==> src/hdl/vac_pkg.sv <==
package vac_pkg;
    // i/o addresses of the host port
    localparam logic [15:0] VAC_ADDR_STATUS_MONO = 16'h03ba;
    localparam logic [15:0] VAC_ADDR_STATUS_COLOR = 16'h03da;
    localparam logic [15:0] VAC_ADDR_INDEX = 16'h03c0;
    localparam logic [15:0] VAC_ADDR_DATA = 16'h03c1;
    // indexed register numbers
    localparam logic [4:0] VAC_IDX_PAL_LAST = 5'h0f;
    localparam logic [4:0] VAC_IDX_MODE = 5'h10;
    localparam logic [4:0] VAC_IDX_BORDER = 5'h11;
    localparam logic [4:0] VAC_IDX_PLANE = 5'h12;
    localparam logic [4:0] VAC_IDX_PAN = 5'h13;
    localparam logic [4:0] VAC_IDX_PAD = 5'h14;
    // field positions of the mode control and index registers
    localparam int VAC_MODE_GRAPHICS = 0;
    localparam int VAC_MODE_MONO = 1;
    localparam int VAC_MODE_LINE_GFX = 2;
    localparam int VAC_MODE_BLINK = 3;
    localparam int VAC_MODE_TOP_PANNING_ENABLE = 5;
    localparam int VAC_MODE_EIGHT_BIT = 6;
    localparam int VAC_MODE_HIGH_SEL = 7;
    localparam int VAC_INDEX_PAL_ENB = 5;
    // writable bit masks, reserved bits stay zero
    localparam logic [7:0] VAC_MODE_WMASK = 8'hef;
    // reset values
    localparam logic [7:0] VAC_MODE_RST = 8'h00;
    localparam logic [7:0] VAC_BORDER_RST = 8'h00;
    localparam logic [5:0] VAC_PLANE_RST = 6'h00;
    localparam logic [3:0] VAC_PAN_RST = 4'h0;
    localparam logic [3:0] VAC_PAD_RST = 4'h0;
    localparam logic [5:0] VAC_INDEX_RST = 6'h00;
    localparam logic [5:0] VAC_PAL_RST = 6'h00;
    // line graphics character code range
    localparam logic [7:0] VAC_LGC_FIRST = 8'hc0;
    localparam logic [7:0] VAC_LGC_LAST = 8'hdf;
    // blink counter: 32 retraces per character period, cursor bit halves it
    localparam int VAC_BLINK_W = 5;
    localparam int VAC_CHAR_PHASE_BIT = 4;
    localparam int VAC_CURSOR_PHASE_BIT = 3;

    typedef struct packed {
        logic toggle;
        logic [5:0] index;
        logic [15:0][5:0] pal;
        logic [7:0] mode;
        logic [7:0] border;
        logic [5:0] plane;
        logic [3:0] pan;
        logic [3:0] pad;
        logic [7:0] rdata;
        logic [7:0] video;
        logic video_valid;
        logic half;
        logic [3:0] first;
        logic [VAC_BLINK_W-1:0] blink;
        logic vr_prev;
        logic pan_zero;
        logic [3:0] pan_out;
        logic [1:0] test;
    } vac_state_type;
endpackage

==> src/hdl/vac_attribute_controller.sv <==
`timescale 1ns/100ps
//
// Contract
// - Read at either input-status address presets toggle to index state.
// - Every write to the attribute port flips the toggle, unless a status read comes in the same cycle.
// - Reads of the index or data address leave the toggle alone.
// - Index reads back at the write port, indexed data one address higher.
// - Five index bits pick attribute register 0 through 14 hex.
// - Index bit 5 clear: palette off display unless wide pixel addressing is selected, CPU may reach entries.
// - Sixteen six-bit palette entries translate four-bit codes to colour.
// - Mode bit 0 picks text attributes or graphics colour.
// - Mode bit 1 picks colour or monochrome text attributes.
// - Line graphics codes copy eighth dot into ninth; else background.
// - Mode bit 3 makes attribute top bit intensity or blink.
// - Blink counter divides vertical retrace by 32, 16 on 16 off.
// - Graphics blink inverts colour bit 3 on alternate phases.
// - Text cursor blinks 8 retraces on, 8 off.
// - Top panning forces pan to zero from line compare until vsync.
// - Mode bit 6 packs two nibbles into one 8-bit pixel.
// - Mode bit 7 picks video bits 5-4 source; 7-6 from padding.
// - Border colour shows outside active display unless wide pixel addressing is selected.
// - Clear plane enable bits force colour plane bits to zero.
// - Test select routes two colour bits to status outputs.
module vac_attribute_controller (
    input wire logic mclk,
    input wire logic rstn,
    input wire logic io_wr,
    input wire logic io_rd,
    input wire logic [15:0] io_addr,
    input wire logic [7:0] io_wdata,
    output logic [7:0] io_rdata,
    input wire logic pixel_address_width_select,
    input wire logic dot_en,
    input wire logic display_active,
    input wire logic [3:0] plane_data,
    input wire logic [7:0] char_code,
    input wire logic [7:0] char_attr,
    input wire logic glyph_dot,
    input wire logic ninth_column,
    input wire logic cursor_active,
    input wire logic vertical_retrace_input,
    input wire logic line_compare_match,
    input wire logic vsync_start,
    output logic [7:0] video_out,
    output logic video_valid,
    output logic [3:0] pan_out,
    output logic [1:0] video_test_status,
    output logic index_data_toggle,
    output logic display_palette_enable
);
    import vac_pkg::*;

    vac_state_type st_reg;
    vac_state_type st_next;

    // decoded helpers
    logic pal_sel;
    logic pal_cpu_ok;
    logic status_rd;
    logic [4:0] idx;
    logic [7:0] data_rd;
    logic [3:0] fg;
    logic [3:0] bg;
    logic [3:0] code;
    logic dot;
    logic line_gfx_char;
    logic [5:0] pal_out;
    logic [7:0] pixel;
    logic pal_on_display;

    assign idx = st_reg.index[4:0];
    assign pal_sel = (idx <= VAC_IDX_PAL_LAST);
    // in the wide pixel-address mode the enable bit has no effect
    assign pal_on_display = st_reg.index[VAC_INDEX_PAL_ENB] | pixel_address_width_select;
    assign pal_cpu_ok = ~pal_on_display | pixel_address_width_select;
    assign status_rd = io_rd & ((io_addr == VAC_ADDR_STATUS_MONO) | (io_addr == VAC_ADDR_STATUS_COLOR));
    assign line_gfx_char = (char_code >= VAC_LGC_FIRST) && (char_code <= VAC_LGC_LAST);

    // read mux of the indexed register, unused indexes read zero
    always_comb begin
        data_rd = 8'h00;
        case (idx)
            VAC_IDX_MODE: data_rd = st_reg.mode;
            VAC_IDX_BORDER: data_rd = st_reg.border;
            VAC_IDX_PLANE: data_rd = {2'b00, st_reg.plane};
            VAC_IDX_PAN: data_rd = {4'h0, st_reg.pan};
            VAC_IDX_PAD: data_rd = {4'h0, st_reg.pad};
            default: begin
                if (pal_sel && pal_cpu_ok) begin
                    data_rd = {2'b00, st_reg.pal[idx[3:0]]};
                end
            end
        endcase
    end

    // text and graphics attribute decode ahead of the palette
    always_comb begin
        fg = char_attr[3:0];
        bg = char_attr[7:4];
        dot = glyph_dot;
        if (ninth_column) begin
            // glyph_dot carries the eighth dot during the ninth column
            dot = st_reg.mode[VAC_MODE_LINE_GFX] & line_gfx_char & glyph_dot;
        end
        if (st_reg.mode[VAC_MODE_MONO]) begin
            // monochrome: intensity plus on/off, reverse video shows a lit background
            fg = (char_attr[2:0] == 3'b000) ? 4'h0 : {char_attr[3], 3'b111};
            bg = (char_attr[6:4] == 3'b111) ? 4'h7 : 4'h0;
        end
        if (st_reg.mode[VAC_MODE_BLINK]) begin
            bg[3] = 1'b0;
            if (char_attr[7] && st_reg.blink[VAC_CHAR_PHASE_BIT]) begin
                dot = 1'b0;
            end
        end
        if (cursor_active && !st_reg.blink[VAC_CURSOR_PHASE_BIT]) begin
            dot = 1'b1;
        end
        if (st_reg.mode[VAC_MODE_GRAPHICS]) begin
            code = plane_data;
            if (st_reg.mode[VAC_MODE_BLINK] && st_reg.blink[VAC_CHAR_PHASE_BIT]) begin
                code[3] = ~code[3];
            end
        end else begin
            code = dot ? fg : bg;
        end
        code = code & st_reg.plane[3:0];
        pal_out = st_reg.pal[code];
        pixel = {st_reg.pad[3:2], st_reg.mode[VAC_MODE_HIGH_SEL] ? st_reg.pad[1:0] : pal_out[5:4],
            pal_out[3:0]};
    end

    // next state: host port, blink, panning and pixel pipeline
    always_comb begin
        st_next = st_reg;
        st_next.vr_prev = vertical_retrace_input;
        // host writes alternate between index and data
        if (io_wr && io_addr == VAC_ADDR_INDEX) begin
            st_next.toggle = ~st_reg.toggle;
            if (!st_reg.toggle) begin
                st_next.index = io_wdata[5:0];
            end else begin
                case (idx)
                    VAC_IDX_MODE: st_next.mode = io_wdata & VAC_MODE_WMASK;
                    VAC_IDX_BORDER: st_next.border = io_wdata;
                    VAC_IDX_PLANE: st_next.plane = io_wdata[5:0];
                    VAC_IDX_PAN: st_next.pan = io_wdata[3:0];
                    VAC_IDX_PAD: st_next.pad = io_wdata[3:0];
                    default: begin
                        if (pal_sel && pal_cpu_ok) begin
                            st_next.pal[idx[3:0]] = io_wdata[5:0];
                        end
                    end
                endcase
            end
        end
        // status read presets the toggle, and beats a same-cycle write
        if (status_rd) begin
            st_next.toggle = 1'b0;
        end
        // read data, registered; reads of the port do not move the toggle
        if (io_rd) begin
            if (io_addr == VAC_ADDR_INDEX) begin
                st_next.rdata = {2'b00, st_reg.index};
            end else if (io_addr == VAC_ADDR_DATA) begin
                st_next.rdata = data_rd;
            end else begin
                st_next.rdata = 8'h00;
            end
        end
        // blink counter steps on each retrace rising edge
        if (vertical_retrace_input && !st_reg.vr_prev) begin
            st_next.blink = st_reg.blink + 1'b1;
        end
        // split screen: lower part unpanned until the next frame
        if (!st_reg.mode[VAC_MODE_TOP_PANNING_ENABLE] || vsync_start) begin
            st_next.pan_zero = 1'b0;
        end else if (line_compare_match) begin
            st_next.pan_zero = 1'b1;
        end
        st_next.pan_out = st_next.pan_zero ? 4'h0 : st_next.pan;
        // pixel stage
        st_next.video_valid = 1'b0;
        if (dot_en) begin
            if (!display_active) begin
                st_next.video = pixel_address_width_select ? 8'h00 : st_reg.border;
                st_next.video_valid = 1'b1;
                st_next.half = 1'b0;
            end else if (!pal_on_display) begin
                // palette is owned by the host, show the border colour
                st_next.video = st_reg.border;
                st_next.video_valid = 1'b1;
                st_next.half = 1'b0;
            end else if (st_reg.mode[VAC_MODE_EIGHT_BIT]) begin
                // first nibble is the high half, pixel emitted on the second
                st_next.half = ~st_reg.half;
                if (!st_reg.half) begin
                    st_next.first = pixel[3:0];
                end else begin
                    st_next.video = {st_reg.first, pixel[3:0]};
                    st_next.video_valid = 1'b1;
                end
            end else begin
                st_next.video = pixel;
                st_next.video_valid = 1'b1;
                st_next.half = 1'b0;
            end
        end
        // diagnostic bits follow the displayed colour
        case (st_reg.plane[5:4])
            2'b00: st_next.test = {st_reg.video[2], st_reg.video[0]};
            2'b01: st_next.test = {st_reg.video[5], st_reg.video[4]};
            2'b10: st_next.test = {st_reg.video[3], st_reg.video[1]};
            default: st_next.test = {st_reg.video[7], st_reg.video[6]};
        endcase
    end

    // all state in one register; palette resets too for a clean start
    always_ff @(posedge mclk or negedge rstn) begin
        if (!rstn) begin
            st_reg.toggle <= 1'b0;
            st_reg.index <= VAC_INDEX_RST;
            st_reg.pal <= {16{VAC_PAL_RST}};
            st_reg.mode <= VAC_MODE_RST;
            st_reg.border <= VAC_BORDER_RST;
            st_reg.plane <= VAC_PLANE_RST;
            st_reg.pan <= VAC_PAN_RST;
            st_reg.pad <= VAC_PAD_RST;
            st_reg.rdata <= 8'h00;
            st_reg.video <= 8'h00;
            st_reg.video_valid <= 1'b0;
            st_reg.half <= 1'b0;
            st_reg.first <= 4'h0;
            st_reg.blink <= '0;
            st_reg.vr_prev <= 1'b0;
            st_reg.pan_zero <= 1'b0;
            st_reg.pan_out <= 4'h0;
            st_reg.test <= 2'b00;
        end else begin
            st_reg <= st_next;
        end
    end

    // outputs straight from the state register
    assign io_rdata = st_reg.rdata;
    assign video_out = st_reg.video;
    assign video_valid = st_reg.video_valid;
    assign pan_out = st_reg.pan_out;
    assign video_test_status = st_reg.test;
    assign index_data_toggle = st_reg.toggle;
    assign display_palette_enable = st_reg.index[VAC_INDEX_PAL_ENB];
endmodule // vac_attribute_controller

==> config.mk <==
export PLATFORM = sky130hd
export DESIGN_NAME = vac_attribute_controller
export DESIGN_NICKNAME = d
export VERILOG_FILES = /design/src/hdl/vac_pkg.sv /design/src/hdl/vac_attribute_controller.sv
export SDC_FILE = /design/constraint.sdc
export NUM_CORES = 1
export LEC_CHECK = 0
export BUFFER_PORTS_ARGS = -buffer_cell sky130_fd_sc_hd__buf_4
export CAP_MARGIN = 0
export CORE_AREA = 2 2 194 196
export CTS_BUF_LIST = sky130_fd_sc_hd__clkbuf_8
export CTS_CLUSTER_SIZE = 8
export DETAILED_ROUTE_END_ITERATION = 7
export DIE_AREA = 0 0 196 198
export PLACE_DENSITY = 0.37
export SYNTH_ARGS = -nofsm -noshare
export SYNTH_HDL_FRONTEND = slang
export SYNTH_SLANG_ARGS = --single-unit
==> constraint.sdc <==
create_clock -name mclk -period 4 [get_ports mclk]
set_clock_uncertainty 0.2 [all_clocks]
set_input_delay 0.8 -clock mclk [delete_from_list [all_inputs] [get_ports mclk]]
set_output_delay 0.8 -clock mclk [all_outputs]
set_load 0.005 [all_outputs]
==> results.txt, run 1 <==
The post-CTS clock slew at the launch and capture registers of the worst setup and hold paths came out at 0.10 ns. Setup repair after global routing left no endpoint under its margin. The register-to-register setup slack is 0.63 ns, and the total of hold buffers inserted after clock tree synthesis is 0. The synthesized design spends more area on one cell type than any other, namely dfrtp_1. The xor/xnor share of the synthesized area was 0.677%; the post-CTS setup buffer count was 0. The portion of the post-synthesis area used by sequential elements is 46.1%. The count of buffers added on input and output ports is 76.

The worst setup path is captured at a flop. The synthesis-to-layout area growth was 17.0%; the net count of the finished layout was 844. The share of the synthesized area in the top cell type came out at 46.1%.

The worst-path cell with the longest stage delay was o41ai_1. The area of the placeable core is 37,000 um2, and the adder-cell area share of the yosys netlist is 0.138%. The highest achievable clock rate is 0.295 GHz. After synthesis the netlist holds a flip-flop and latch count of 167. In this run the critical register-to-register path is launched from st_reg[59]. Final count of pins violating max slew: 0. VDD sags by at most 0.148 mV.

TritonCTS created 17 clock buffers. Routability-driven placement finished with a final weighted congestion of 0.792. The setup violation total in the final timing report is 0, and the number of diodes is 0.

Cells fill 28.7% of the core in the end. The synthesized-area fraction occupied by and/or/nand/nor cells came out at 7.43%. The run gives 2 as the maximum count of clock buffers along a single path. The boundary pin count is 82.

Initial core utilization: 24.5%. The final antenna-violating net count was 0; the remaining design rule violation count was 0. The via count of the first global-routing pass is 6,596. The aggregate negative setup slack was 0 ns; the detailed-router iteration count before antenna repair was 4.

Data arrives at the worst endpoint at 3.61 ns. The run gives 6,213 as the via count. Dividing total power by cell area gives a power density of 305 nW/um2. The count of routing violations after the opening detailed-route iteration came out at 469.

After floorplanning, the core was divided into 71 placement rows. In the synthesized netlist, the number of instances is 719. During synthesis, Yosys emitted a total of 0 warnings.

The root buffer cell chosen for the clock tree is clkbuf_8. The critical path is of the primary input to flop type. CTS built an H-tree with a depth of 4. The die outline area is 38,800 um2. The run gives 80 as the maximum number of pins on one net before global-route repair.

Counting every sink on the clock net gives 167. The synthesized netlist devotes 9.34% of its cell area to compound gates. TritonCTS built the clock tree.

The run finished with clean final reports. Dividing the synthesized area by the synthesized cell count gives 12.6 um2. The number of flops mapped to enable cells by yosys came out at 0.

The post-synthesis net count is 777. The worst reg2reg path depth is 12. Counting both buffers and inverters, the worst setup path holds a total of 5. At the pin with the least slew margin, the transition time is 0.789 ns. The global-route wire length before repair came out at 42.7 mm.

The HPWL after detailed placement is 20.3 mm. For the number of maximum-capacitance constraint violations, the log shows 0. Sorting the synthesized cells by area gives the leading types as dfrtp_1 (46%), mux2_2 (17%), mux4_2 (12%).

The tools report the number of hold violations in the final report as 0. In this run, distinct cell masters in the synthesized netlist total 60. In the routed layout, each cell is associated on average with a via count of 4.88. The dominant combinational cell family by area after synthesis is multiplexers. In this run the worst path has a maximum fanout of 13. The data required time at the worst endpoint came out at 4.22 ns. The endpoint identified for the worst register-to-register timing path is video_out[3]. Dominant cell type by count on the critical path: buf_4.

The mean routed wirelength per cell was 21.9 um; the static leakage was 0.00471 uW. The vertical die dimension was 198 um. The post-route netlist has 42.6% of its cells at a drive strength greater than 1. Among cell families on the critical path, the largest total delay comes from compound AO/OA/AOI/OAI gates. The tools report the combined area of all synthesized cells as 9060 um2. Global routing used 15.0% of the available tracks across all layers.

Walking the worst path, the cells encountered are buf_4, and4b_1, o211ai_4, a21oi_2, o21a_4, buf_4, buf_4, buf_4, nand2_1, and4_1, o41ai_1, buf_4, a31o_1. Clock insertion delay at the later pin of the skew report: 0.47 ns. The die is 196 um wide.

The fraction of synthesis flops using an asynchronous set or reset pin was 100%. The post-route fraction of the period consumed by the critical path was 84.6%. Worst hold path class: primary input to async pin. Measured against its own limit, the worst slew margin works out to 47.4%.

Of the post-synthesis cell area, the part taken by muxes is 31.5%. The most used flip-flop cell after synthesis is dfrtp_1. The tools report the initial antenna violation count as 0. The run gives 0 as the remaining global-route overflow.

For the total routed wirelength, the log shows 27.8 mm. In this design, the stage delay of the slowest critical-path cell is 0.64 ns. The critical path launch point type was a primary input.

The quantity of gates resized following cts is 0, and the minimum clock period is 3.38 ns.
cell usage in the layout (no fill, tap or decap), types with 5 or more instances in the layout:
master	instances
a21o_1	6
a21oi_1	15
a22o_1	5
a22oi_1	7
a31oi_1	6
buf_4	107
clkbuf_8	18
dfrtp_1	165
inv_1	25
mux2_2	137
mux2i_1	19
mux4_2	48
nand2_1	53
nand3_1	10
nor2_1	19
nor2b_1	15
o211ai_1	12
o21ai_0	28
o22ai_1	11
xnor2_1	5
final cells by class:
cell class / instances / area (um2)
flip-flops and latches: 167 / 4180
fillers: 3787 / 26400
inverters: 24 / 90.1
clock inverters: 14 / 150
well taps: 474 / 593
clock buffers: 18 / 248
multi-input cells: 464 / 4440
repair buffers: 112 / 895
how the worst max path moves through the flow:
stage / to / start / cells after the start / slack (ns)
6_report: video_out[3] / char_code[5] / 13 / 0.62
5_1_grt: video_out[3] / st_reg[59] / 12 / 0.51
4_1_cts: video_out[3] / st_reg[59] / 12 / 0.65
3_5_place_dp: video_out[3] / char_code[5] / 13 / 0.16
3_3_place_gp: video_out[3] / char_code[5] / 13 / 0.20
2_1_floorplan: st_reg[13] / char_code[7] / 9 / 0.79
power by group:
group          total [uW]  internal, uW  switching, uW
clock                1260           577            683
combinational         220          92.1            128
sequential           1750          1720           30.3
total                3230          2390            841
cell families after synthesis:
| logic type | after synthesis |
|---|---|
| muxes | 206 |
| DFF | 167 |
| and+or+nand+nor | 130 |
| AOI/OAI and AO/OA | 120 |
| buffers and inverters | 88 |
| xor gates and xnor gates | 7 |
| adders and majority gates | 1 |
stage by stage:
stage	area [um2]	instances	power [uW]	hold WS [ns]	setup WS, ns
global route	10600	1273	3380	0.205	0.513
finish	10600	1273	3230	0.174	0.615
detailed placement	10200	1241	2010	0.291	0.158
CTS	10600	1273	3290	0.192	0.646
floorplan	9060	719	1880	0.265	0.791
global placement	10200	1241	2000	0.279	0.200
worst reg2reg max path, stage by stage, from the launching register on:
cell      delay (ns)
dfrtp_1         0.43
and4b_1         0.22
o211ai_4        0.21
a41o_4          0.28
o21a_4          0.31
buf_4           0.21
buf_4           0.11
buf_4           0.11
nand2_1         0.04
and4_1          0.19
o41ai_1         0.64
buf_4           0.23
a31o_1          0.14
synthesized netlist by cell type (all sizes together), types with 2 or more instances:
| library cell | count |
|---|---|
| a21oi | 16 |
| a21o | 6 |
| nor3 | 5 |
| inv | 24 |
| nand4 | 2 |
| o21ai | 30 |
| o22ai | 11 |
| nor4 | 3 |
| a221o | 2 |
| nor4b | 3 |
| buf | 40 |
| nor2 | 19 |
| and2 | 4 |
| and3 | 2 |
| o211ai | 13 |
| and4 | 3 |
| or2 | 2 |
| nand2 | 53 |
| o41ai | 2 |
| o21bai | 3 |
| dfrtp | 167 |
| xnor2 | 5 |
| nor2b | 15 |
| mux4 | 49 |
| o21a | 4 |
| a311o | 3 |
| and4b | 3 |
| mux2i | 19 |
| nand2b | 3 |
| a22o | 5 |
| clkbuf | 24 |
| a31oi | 6 |
| nand3 | 10 |
| xor2 | 2 |
| a22oi | 7 |
| o211a | 3 |
| mux2 | 138 |
| a211o | 3 |
routing by layer:
metal | up-vias | GRT usage [%] | routed length [um]
li1 | 2799 | - | -
met1 | 3253 | 19.6 | 12600
met2 | 133 | 25.1 | 13700
met3 | 28 | 2.78 | 1010
met4 | 0 | 4.63 | 557
met5 | - | 0 | 0
No activity file was read; power rests on OpenSTA's default activity.
==> inputs of run 2 (changes only) <==
==> constraint.sdc (replaced) <==
create_clock -name mclk -period 3.5 [get_ports mclk]
set_clock_uncertainty 0.2 [all_clocks]
set_input_delay 0.7 -clock mclk [delete_from_list [all_inputs] [get_ports mclk]]
set_output_delay 0.7 -clock mclk [all_outputs]
set_load 0.005 [all_outputs]
==> run 2 against run 1 <==
  * Hold slack worse by 0.15 ns
  * Final cell count up 0.79%
  * Sequential power up 14%
  * Non-clock buffer count up 10
  * Routed wire length up 2.7%
  * Critical path type is now flop to flop
==> results.txt, run 2 (synthesis gave the netlist of run 1 again) <==
The flow ran to the end, and the final reports show no timing, DRC or antenna violations. The worst setup path is of the flop to flop kind. In the routed layout, each cell is associated on average with a via count of 4.92. The tools report the highest achievable clock rate as 0.307 GHz.

The filler cell count in the final layout is 3,782. Setup violations remaining at the end of the flow were counted as 0. At the end of routability-driven placement, the weighted congestion stood at 0.813. The instance area at placement is 10,300 um2. The final count of pins violating max slew came out at 0. The run gives 55.2% as the power share of the sequential group.

The tools report the via count of the first global-routing pass as 6,689. In this run the worst path has a maximum fanout of 23. For the HPWL after detailed placement, the log shows 20.8 mm. Number of sinks driven by the clock tree: 167. The minimum clock period is 3.26 ns, and the count of routing violations after the opening detailed-route iteration is 410. The path class of the tightest hold or removal check is primary input to async pin. The internal portion of the total power is 2640 uW. At the worst endpoint, the arrival time is 3.48 ns. The total of hold buffers inserted after clock tree synthesis came out at 0. Clock tree synthesis inserted a total of 17 buffers. The maximum count of clock buffers along a single path is 2.

In the layout the commonest cells are dfrtp_1 (165), mux2_2 (137), buf_4 (115). Setup repair after global routing left no endpoint under its margin. The share of layout cells above drive strength 1 is 43.3%. Global routing finished with a remaining overflow of 0. The first global-routing pass estimated 43.8 mm of wire. The critical path launch point type was a flop.

The critical path goes through and4b_1, o211ai_4, buf_4, a21oi_1, a311o_1, buf_12, mux4_1, nor2_1, o41ai_1, buf_4, a31o_1. The clock reaches the later pin of the worst-skew pair after 0.48 ns. The library cell used most frequently in the layout, excluding fill and tap cells, is dfrtp_1.

The net count of the finished layout is 854. The net switching power figure came out at 986 uW. The analysis attributes to cell leakage a power of 0.00474 uW. Power spread over the standard cell area amounts to 340 nW/um2. Wires add up to 28.6 mm. The tools report the die outline area as 38,800 um2. Element type at the critical path end: a flop. The count of nets left with antenna violations once routing finished came out at 0. On the worst path, the slowest cell contributes a delay of 0.65 ns.

The total area inside the core boundary comes to 37,000 um2. At the pin with the least slew margin, the transition time is 0.941 ns. The number of hold violations in the final report is 0. The final design area excluding fillers is 10,700 um2. Global routing consumed, over all layers together, 15.4% of the routing resources. Row generation in the floorplan step produced 71 rows. The worst-case IR drop observed on VDD is 0.217 mV. The worst path uses 93.1% of the clock period. The number of maximum-capacitance constraint violations was 0. The maximum number of pins on one net before global-route repair was 67.

Data on the critical path is required at its endpoint by 3.72 ns. TritonCTS built the clock tree. For the total number of H-tree levels, the log shows 4.

Dividing the detail-routed wire length by the instance count gives 22.3 um. Clock-pin slew was measured on the worst setup and hold paths at 0.11 ns. The repair_antennas step left the layout with diodes totalling 0. Headroom to the max-slew limit came out at 37.2%. For the detailed-router iteration count before antenna repair, the log shows 5.

In this design, the critical path's most frequently occurring cell is buf_4. Summing all multi-input logic gate instances after layout gives 4440 um2. The root buffer selected by CTS was clkbuf_8. The initial core utilization is 24.5%. The initial antenna violation count is 0, and the x dimension of the die is 196 um. The clock network is responsible for 37.7% of the overall power.

The routed layout has 6,312 vias. Gates resized during post-CTS repair numbered 0. The number of setup buffers added after CTS is 0. On the critical path, the stage with the largest delay is an instance of o41ai_1. Cells fill 28.9% of the core in the end. The count of buffers added on input and output ports is 76. Compared with the post-synthesis result, the final layout area differs by 17.8%. The boundary pin count came out at 82. Part of the power in combinational logic: 7.1%. The run gives 4180 um2 as the sequential cell area.

For the remaining design rule violation count, the log shows 0. The vertical die dimension was 198 um; the fraction of power spent switching nets was 27.2%.
run 2: per-layer routing:
metal  up-vias  wire length [um]  global-route usage (%)
met2       139             14200                    26.3
li1       2820                 -                       -
met4         0               565                    4.71
met5         -                 0                       0
met3        30              1060                    2.79
met1      3323             12800                    19.7
run 2: area by class of cell:
class	instances	share of cell area (%)
timing repair buffer	122	9.32
sequential	167	39.2
clock inverter	15	1.23
inverter	24	0.844
multi-input combinational	464	41.7
clock buffer	17	2.19
tap	474	5.56
run 2: path summary, 6_finish.rpt:
path | start | endpoint | slack (ns) | cells past startpoint
max | st_reg[59] | video_out[3] | 0.24 | 11
min | rstn | video_out[0] | 0.03 | 1
max reg2reg | st_reg[59] | video_out[3] | 0.24 | 11
min reg2reg | st_reg[10] | st_reg[10] | 0.30 | 1
max in group asynchronous | rstn | async pin | 2.18 | 2
min in group mclk | vertical_retrace_input | st_reg[7] | 0.14 | 1
run 2: worst max-delay path, delay by kind of cell, from the launching register on:
family          cells  cell delay (ns)
simple gates        2             0.30
buf+inv             3             0.60
compound gates      5             1.40
mux                 1             0.28
flops               1             0.42
run 2: per-stage QoR:
step	total power (uW)	hold WS [ns]	TNS, ns	std cells	setup WS, ns
final	3620	0.0275	0	1283	0.243
after global routing	3800	0.0411	0	1283	0.129
after CTS	3680	0.0298	0	1283	0.286
after detailed placement	2300	0.290	-0.423	1251	-0.114
after global placement	2290	0.283	-0.309	1251	-0.0980
after floorplan	2150	0.204	0	719	0.391
run 2: power groups by stage:
stage / Combinational [uW] / Clock, uW / Sequential (uW)
final: 257 / 1370 / 2000
after CTS: 265 / 1420 / 2000
after detailed placement: 264 / 0 / 2040
after global routing: 290 / 1500 / 2010
after global placement: 255 / 0 / 2040
after floorplan: 121 / 0 / 2030
